**config.mk**
```make
export PLATFORM = sky130hd
export DESIGN_NAME = adc_config_regs
export DESIGN_NICKNAME = d
export VERILOG_FILES = /design/src/inc/adc_pkg.sv /design/src/core/adc_config_regs.sv /design/src/core/adc_sync_sel.sv
export SDC_FILE = /design/constraint.sdc
export NUM_CORES = 1
export LEC_CHECK = 0
export BUFFER_PORTS_ARGS = -buffer_cell sky130_fd_sc_hd__buf_2
export CORE_MARGIN = 1
export CORE_UTILIZATION = 25
export CTS_BUF_LIST = sky130_fd_sc_hd__clkbuf_2
export DETAILED_ROUTE_END_ITERATION = 16
export GPL_TIMING_DRIVEN = 0
export PLACE_DENSITY_LB_ADDON = 0.08
export SYNTH_ARGS = -nofsm -noshare
export SYNTH_HDL_FRONTEND = slang
export SYNTH_SLANG_ARGS = --single-unit
export TNS_END_PERCENT = 5
```
**constraint.sdc**
```tcl
create_clock -name mclk -period 0.9 [get_ports mclk]
set_input_delay 0.27 -clock mclk [delete_from_list [all_inputs] [get_ports mclk]]
set_output_delay 0.27 -clock mclk [all_outputs]
set_load 0.005 [all_outputs]
```
**src/inc/adc_pkg.sv**
```systemverilog
// Constants for the activity detection configuration register bank.
// Assumes an 8-bit register port with 8-bit addresses.
package adc_pkg;
   localparam logic [7:0] ADC_DETECT_CFG_ADDR = 8'h1E;
   localparam logic [7:0] ADC_GEN_CFG_ADDR = 8'h1F;
   localparam logic [7:0] ADC_CLOCK_CFG_ADDR = 8'h20;
   localparam logic [7:0] ADC_DETECT_CFG_RESET = 8'h20;
   localparam logic [7:0] ADC_GEN_CFG_RESET = 8'h80;
   localparam logic [7:0] ADC_CLOCK_CFG_RESET = 8'h00;
   // Writable bit masks; reserved bits read zero
   localparam logic [7:0] ADC_DETECT_CFG_MASK = 8'hFA;
   localparam logic [7:0] ADC_GEN_CFG_MASK = 8'hC0;
   localparam logic [7:0] ADC_CLOCK_CFG_MASK = 8'hF4;
   // Field positions
   localparam int ADC_AUTO_POWER_LSB = 6;
   localparam int ADC_MONITOR_CH_LSB = 4;
   localparam int ADC_PIN_INT_BIT = 3;
   localparam int ADC_DET_REC_BIT = 1;
   localparam int ADC_GEN_CH_LSB = 6;
   localparam int ADC_CLK_SRC_LSB = 6;
   localparam int ADC_EXT_RATE_LSB = 4;
   localparam int ADC_PHASE1_BIT = 2;
   localparam logic [1:0] ADC_AUTO_POWER_ILLEGAL = 2'h3;

   typedef enum logic [1:0] {
      ADC_PWR_USER, ADC_PWR_IRQ, ADC_PWR_IRQ_UP, ADC_PWR_BAD
   } adc_power_mode_t;
   typedef enum logic [1:0] {
      ADC_CLK_OSC, ADC_CLK_BIT, ADC_CLK_CTRL, ADC_CLK_CUSTOM
   } adc_clk_src_t;
endpackage

```
**src/core/adc_config_regs.sv**
```systemverilog
// Activity detection and signal generator configuration registers.
// Assumes a synchronous 8-bit register port decoded upstream of page select.
//
// Functional notes
// Auto power field picks user, interrupt, or interrupt-up/user-down ADC power.
// Monitor channel field picks channel one to four for activity watch.
// Output pin interrupt driven only when enabled and not recording.
// Detect-during-record keeps detection running while recording, else suspended.
// Generator channel field picks channel one to four for ultrasonic output.
// Clock source field picks oscillator, bit clock, control clock, or custom.
// External rate field reports 24.576, 6.144, 12.288 or 18.432 MHz.
// Phase one enable turns on first-phase detection via jack comparator.
// Software writes reset value to reserved bits; they read zero.
// Jack comparator works only while headset detect is enabled.
// Clock selection changes take effect only while processing idles.
`timescale 1ns/1ps
`default_nettype none
module adc_config_regs
   import adc_pkg::*;
(
   // Clock and reset
   input wire logic mclk,
   input wire logic rstn,
   // Register port
   input wire logic reg_wr,
   input wire logic reg_rd,
   input wire logic [7:0] reg_addr,
   input wire logic [7:0] reg_wdata,
   output logic [7:0] reg_rdata,
   // Device state
   input wire logic recording,
   input wire logic activity_event,
   input wire logic headset_detect_enable,
   input wire logic processing_busy,
   input wire logic adc_power_is_on,
   // Detection and generation controls
   output logic detect_enable,
   output logic phase_one_active,
   output logic [3:0] monitor_channel_onehot,
   output logic [3:0] generator_channel_onehot,
   output logic [1:0] activity_clock_source,
   output logic [1:0] external_clock_rate,
   output logic clock_change_pending,
   // ADC power requests
   output logic adc_power_up_req,
   output logic adc_power_down_req,
   // Serial data output pin interrupt
   output logic serial_data_output_pin_int,
   output logic serial_data_output_pin_int_oe
);
   logic [7:0] det_cfg_d;
   logic [7:0] det_cfg_q;
   logic [7:0] gen_cfg_d;
   logic [7:0] gen_cfg_q;
   logic [7:0] clk_cfg_d;
   logic [7:0] clk_cfg_q;
   logic [7:0] rdata_d;
   logic [7:0] rdata_q;
   logic [1:0] auto_power_select;
   logic [1:0] monitor_channel_select;
   logic [1:0] generator_channel_select;
   logic output_pin_interrupt_enable;
   logic detect_during_record_enable;
   logic phase_one_enable;
   logic [3:0] clk_applied;
   logic clk_pending;
   logic [3:0] mon_hit;
   logic [3:0] gen_hit;
   logic det_en_d;
   logic det_en_q;
   logic ph1_d;
   logic ph1_q;
   logic [3:0] mon_oh_d;
   logic [3:0] mon_oh_q;
   logic [3:0] gen_oh_d;
   logic [3:0] gen_oh_q;
   logic up_d;
   logic up_q;
   logic down_d;
   logic down_q;
   logic int_d;
   logic int_q;
   logic int_oe_d;
   logic int_oe_q;
   logic pend_q;
   logic [3:0] clk_q;

   assign auto_power_select = det_cfg_q[ADC_AUTO_POWER_LSB +: 2];
   assign monitor_channel_select = det_cfg_q[ADC_MONITOR_CH_LSB +: 2];
   assign output_pin_interrupt_enable = det_cfg_q[ADC_PIN_INT_BIT];
   assign detect_during_record_enable = det_cfg_q[ADC_DET_REC_BIT];
   assign generator_channel_select = gen_cfg_q[ADC_GEN_CH_LSB +: 2];
   assign phase_one_enable = clk_cfg_q[ADC_PHASE1_BIT];

   // A field past the top bit would alias bits of a neighbouring field
   if (ADC_AUTO_POWER_LSB + 2 > $bits(reg_wdata)) begin : g_bad_power_field
      $error("adc_config_regs: power field outside register");
   end
   if (ADC_EXT_RATE_LSB + 4 > $bits(reg_wdata)) begin : g_bad_clock_field
      $error("adc_config_regs: clock fields outside register");
   end

   // Channel decode, one comparator pair per channel
   for (genvar ch = 0; ch < $bits(mon_hit); ch++) begin : g_chan_decode
      assign mon_hit[ch] = (monitor_channel_select == 2'(ch));
      assign gen_hit[ch] = (generator_channel_select == 2'(ch));
   end

   // Register writes and reads
   always_comb begin
      det_cfg_d = det_cfg_q;
      gen_cfg_d = gen_cfg_q;
      clk_cfg_d = clk_cfg_q;
      rdata_d = rdata_q;
      if (reg_wr) begin
         unique case (reg_addr)
            ADC_DETECT_CFG_ADDR: begin
               // Illegal power mode write is dropped, keeping the old mode
               if (reg_wdata[ADC_AUTO_POWER_LSB +: 2] != ADC_AUTO_POWER_ILLEGAL) begin
                  det_cfg_d = reg_wdata & ADC_DETECT_CFG_MASK;
               end
            end
            ADC_GEN_CFG_ADDR: gen_cfg_d = reg_wdata & ADC_GEN_CFG_MASK;
            ADC_CLOCK_CFG_ADDR: clk_cfg_d = reg_wdata & ADC_CLOCK_CFG_MASK;
            default: ;
         endcase
      end
      if (reg_rd) begin
         unique case (reg_addr)
            ADC_DETECT_CFG_ADDR: rdata_d = det_cfg_q;
            ADC_GEN_CFG_ADDR: rdata_d = gen_cfg_q;
            ADC_CLOCK_CFG_ADDR: rdata_d = clk_cfg_q;
            default: rdata_d = 8'h00;
         endcase
      end
   end

   always_ff @(posedge mclk or negedge rstn) begin
      if (!rstn) begin
         det_cfg_q <= ADC_DETECT_CFG_RESET;
         gen_cfg_q <= ADC_GEN_CFG_RESET;
         clk_cfg_q <= ADC_CLOCK_CFG_RESET;
         rdata_q <= 8'h00;
      end else begin
         det_cfg_q <= det_cfg_d;
         gen_cfg_q <= gen_cfg_d;
         clk_cfg_q <= clk_cfg_d;
         rdata_q <= rdata_d;
      end
   end

   // Clock settings cross over only between processing cycles
   adc_sync_sel #(.WIDTH(4)) u_clk_hold (
      .mclk(mclk),
      .rstn(rstn),
      .requested(clk_cfg_q[ADC_EXT_RATE_LSB +: 4]),
      .busy(processing_busy),
      .applied(clk_applied),
      .pending(clk_pending)
   );

   // Detection, channel and power controls
   always_comb begin
      // Detection pauses while recording unless allowed
      det_en_d = !recording || detect_during_record_enable;
      // Comparator is unusable without headset detection
      ph1_d = phase_one_enable && headset_detect_enable;
      mon_oh_d = mon_hit;
      gen_oh_d = gen_hit;
      up_d = 1'b0;
      down_d = 1'b0;
      unique case (adc_power_mode_t'(auto_power_select))
         ADC_PWR_USER: ;
         ADC_PWR_IRQ: begin
            up_d = activity_event && !adc_power_is_on;
            down_d = !activity_event && adc_power_is_on && !recording;
         end
         ADC_PWR_IRQ_UP: up_d = activity_event && !adc_power_is_on;
         default: ;
      endcase
      // Pin free for interrupt only outside recording
      int_oe_d = output_pin_interrupt_enable && !recording;
      int_d = int_oe_d && activity_event && det_en_d;
   end

   always_ff @(posedge mclk or negedge rstn) begin
      if (!rstn) begin
         det_en_q <= 1'b0;
         ph1_q <= 1'b0;
         mon_oh_q <= 4'h0;
         gen_oh_q <= 4'h0;
         up_q <= 1'b0;
         down_q <= 1'b0;
         int_q <= 1'b0;
         int_oe_q <= 1'b0;
         pend_q <= 1'b0;
         clk_q <= 4'h0;
      end else begin
         det_en_q <= det_en_d;
         ph1_q <= ph1_d;
         mon_oh_q <= mon_oh_d;
         gen_oh_q <= gen_oh_d;
         up_q <= up_d;
         down_q <= down_d;
         int_q <= int_d;
         int_oe_q <= int_oe_d;
         pend_q <= clk_pending;
         clk_q <= clk_applied;
      end
   end

   assign reg_rdata = rdata_q;
   assign detect_enable = det_en_q;
   assign phase_one_active = ph1_q;
   assign monitor_channel_onehot = mon_oh_q;
   assign generator_channel_onehot = gen_oh_q;
   assign activity_clock_source = clk_q[3:2];
   assign external_clock_rate = clk_q[1:0];
   assign clock_change_pending = pend_q;
   assign adc_power_up_req = up_q;
   assign adc_power_down_req = down_q;
   assign serial_data_output_pin_int = int_q;
   assign serial_data_output_pin_int_oe = int_oe_q;
endmodule
`default_nettype wire

```
**src/core/adc_sync_sel.sv**
```systemverilog
// Clock setting holder: applies a requested clock setting only while idle.
// Assumes busy is a level from the processing logic in the same domain.
`timescale 1ns/1ps
`default_nettype none
module adc_sync_sel
   import adc_pkg::*;
#(
   parameter int WIDTH = 4
) (
   // Clock and reset
   input wire logic mclk,
   input wire logic rstn,
   // Request and processing state
   input wire logic [WIDTH-1:0] requested,
   input wire logic busy,
   // Applied setting
   output logic [WIDTH-1:0] applied,
   output logic pending
);
   if (WIDTH < 1) begin : g_bad_width
      $error("adc_sync_sel: WIDTH must be positive");
   end

   logic [WIDTH-1:0] applied_d;
   logic [WIDTH-1:0] applied_q;

   always_comb begin
      applied_d = applied_q;
      if (!busy) begin
         applied_d = requested;
      end
   end

   always_ff @(posedge mclk or negedge rstn) begin
      if (!rstn) begin
         applied_q <= '0;
      end else begin
         applied_q <= applied_d;
      end
   end

   assign applied = applied_q;
   assign pending = (applied_q != requested);
endmodule
`default_nettype wire

```
==> results.cfg <==
[status]
status = complete, but fails checks
violations = DRC, hold timing, setup timing

[global_routing]
grt_pass1_wl_mm = 6.099
top_usage_layer = met2
first_global_vias = 1223
grt_overflow = 0
antenna_found_initial = 0
grt_usage_pct = 11.16
use_met2_pct = 16.39
grtUsageMet3_pct = 3.956
grt_max_degree = 44
use_met1_pct = 14.92

[drt]
postRouteAntennaNets = 0
drc = 10
viasPerCell = 4.563
firstDrtPassIters = 10
wl_mm = 3.693
avgRoutedWirePerCell_um = 14.43
drt_iter0_markers = 48
num_vias = 1168

[timing]
hold_slack_ns = -0.04939
slew_viol_final = 0
rsz0062_at_grt = yes
finalWorstSetupSlack_ns = -0.3798
worst_slew_pin_slew_ns = 0.9408
finalCriticalPeriod_ns = 1.280
setup_violations = 34
finClkSkew_ns = 0.02972
max_freq_mhz = 781.4
hold_viol = 24
fin_crit_sh_pct = 142.2
maxSlewHeadroom_pct = 37.28

[synth]
yosys_warnings = 0
synthCells = 118
synth_seq_cells = 43
ys_types = 30
yosysSeqAreaShare_pct = 64.33
avgSynthCellArea_um2 = 14.21
syn_area_mm2 = 0.001677
syn_nets = 144

[layout]
final_common_cell = buf_2
final_cell_area_mm2 = 0.002262
final_cell_mix = buf_2, dfrtp_1, mux2_2
instances_no_fill = 256
nNetsFinal = 204
antennaDiodeCount = 0
drive_gt1_share_pct = 52.51
area_delta_synth_final_pct = 34.93

[cts]
cts.clk_slew.worst_paths_ns = 0.24
cts_root_buffer = clkbuf_2
cts_tree = built
cts_buffers = 5
cts.htree.levels = 2
clockBufferDepth = 2
clock_sinks = 43
clk_latency_ns = 0.41

[die]
core-area_mm2 = 0.006422
rows = 29
dieWidth_um = 83.89
die_y_um = 83.89
initial_core_util_pct = 26.11
pin_count = 52
dieArea_mm2 = 0.007038

[placed_design]
place_area_mm2 = 0.002017
dp.cells = 243
port-buffer-count = 48
hpwlAfterDp_mm = 2.671
place_congestion = 0.7281

[worst_setup_path]
critPathBufInv = 1
path_cells = buf_2
rrSetupSlack_ns = -0.19
ff2ff_path_depth = 3
cp_slowest_cell = dfrtp_1
r2r-start = gen_cfg_q[7]
cpPeakStageDelay_ns = 0.46
arrival_ns = 1.01
cp-end-kind = output port
required_ns = 0.63
r2r_end = reg_rdata[7]
cp-startpoint = reg_rdata[6]
path_class = reg -> out
crit_family = flip-flops
path_max_fanout = 2
worst_setup_path_start_kind = flop

[hold_path]
worstHoldPathType = in -> async

[pwr]
p_leak_nw = 1.154
power.internal_w = 0.002947
p_per_area_mw_per_mm2 = 1677
clkPwrFrac_pct = 36.6
comb_power_share_pct = 8.9
p_sw_w = 0.0008459
max-vdd-ir-drop_mv = 0.5078
swShare_pct = 22.30
seqPwrFrac_pct = 54.5

[run]
maxCapViolations = 0
## flip-flops by register name, summed over array words and instances (netlist names), 2 cells and up
register,count
clk_q,4
det_cfg_q,6
u_clk_hold.applied,4
monitor_channel_onehot,4
gen_cfg_q,2
clk_cfg_q,5
reg_rdata,7
generator_channel_onehot,4
## Yosys cell counts
cell type | count | area (µm²)
inv_1 | 2 | 7.510
mux2i_1 | 2 | 20.02
and3_1 | 3 | 18.77
nor3b_1 | 3 | 22.52
conb_1 | 1 | 3.750
buf_4 | 1 | 7.510
ha_1 | 1 | 12.51
nor2b_1 | 7 | 43.79
nand3_1 | 2 | 10.01
nor3_4 | 1 | 16.27
nor4b_2 | 1 | 15.01
dfrtp_1 | 41 | 1026
a21oi_1 | 2 | 10.01
mux2_2 | 15 | 168.9
nor4b_1 | 1 | 8.760
and4b_1 | 1 | 10.01
nand4_1 | 2 | 12.51
nor3_1 | 1 | 5.000
or4b_4 | 1 | 13.76
a221o_1 | 4 | 40.04
xnor2_1 | 4 | 35.03
nor4_1 | 3 | 18.77
nand2b_1 | 1 | 6.260
a31oi_1 | 2 | 12.51
dfstp_2 | 2 | 52.55
a22o_1 | 3 | 26.28
nor2_1 | 3 | 11.26
nand2_1 | 3 | 11.26
buf_2 | 1 | 5.000
and2_1 | 4 | 25.02
## power by group through the flow
stage / clock network [W] / registers, W / logic (W)
after global routing: 0.00150 / 0.00209 / 0.000374
after CTS: 0.00143 / 0.00207 / 0.000324
after detailed placement: 0 / 0.00210 / 0.000297
after floorplan: 0 / 0.00210 / 0.000115
final: 0.00139 / 0.00207 / 0.000337
after global placement: 0 / 0.00210 / 0.000294
## worst max path at each step
| stage | end | slack [ns] | depth (start not counted) |
|---|---|---|---|
| 5_1_grt | reg_rdata[6] | -0.43 | 1 |
| 3_3_place_gp | clk_cfg_q[5] | -0.81 | 4 |
| 2_1_floorplan | gen_cfg_q[6] | -0.51 | 3 |
| 3_5_place_dp | clk_cfg_q[6] | -0.84 | 4 |
| 6_report | reg_rdata[6] | -0.38 | 1 |
| 4_1_cts | reg_rdata[6] | -0.40 | 1 |
## kinds of logic after synthesis
group                      Yosys count  share of synthesized area (%)
AOI/OAI and AO/OA                   11                          5.299
xor gates and xnor gates             4                          2.089
adders and majority gates            1                         0.7461
buffers and inverters                4                          1.194
DFF                                 43                          64.33
muxes                               17                          11.27
other                                1                         0.2237
and+or+nand+nor                     37                          14.85
## through the flow
step | worst slack (ns) | TNS (ns) | hold WS, ns | total power (W) | utilization (%)
finish | -0.3798 | -8.855 | -0.04939 | 0.003793 | 35.22
global route | -0.4309 | -10.95 | -0.002418 | 0.003962 | 35.22
CTS | -0.3980 | -10.64 | -0.02903 | 0.003824 | 33.98
detailed placement | -0.8371 | -22.09 | 0.4022 | 0.002400 | 31.40
global placement | -0.8091 | -20.91 | 0.3996 | 0.002393 | 31.40
floorplan | -0.5086 | -7.330 | -0.02559 | 0.002213 | -
## layer usage
layer,part of all wire [%],up-vias
li1,-,544
met1,46,582
met2,46,36
met3,5.8,6
met4,2.0,0
met5,0,-
## area by class of cell
type	instances	area, µm²
buffer	2	15.01
clock buffer	6	30.03
timing repair buffer	53	304.0
clock inverter	2	60.06
inverter	2	7.507
multi-input combinational	71	668.1
tap	77	96.34
fill	659	4160
sequential	43	1081
## timing repair
action,4_1_cts,5_1_grt
setup endpoints to repair,46,47
resized for setup,14,12
hold endpoints to repair,24,4
setup buffers,2,2
pin swaps,3,5
gates cloned,0,0
Note: power is estimated with default switching activity, not from simulation.
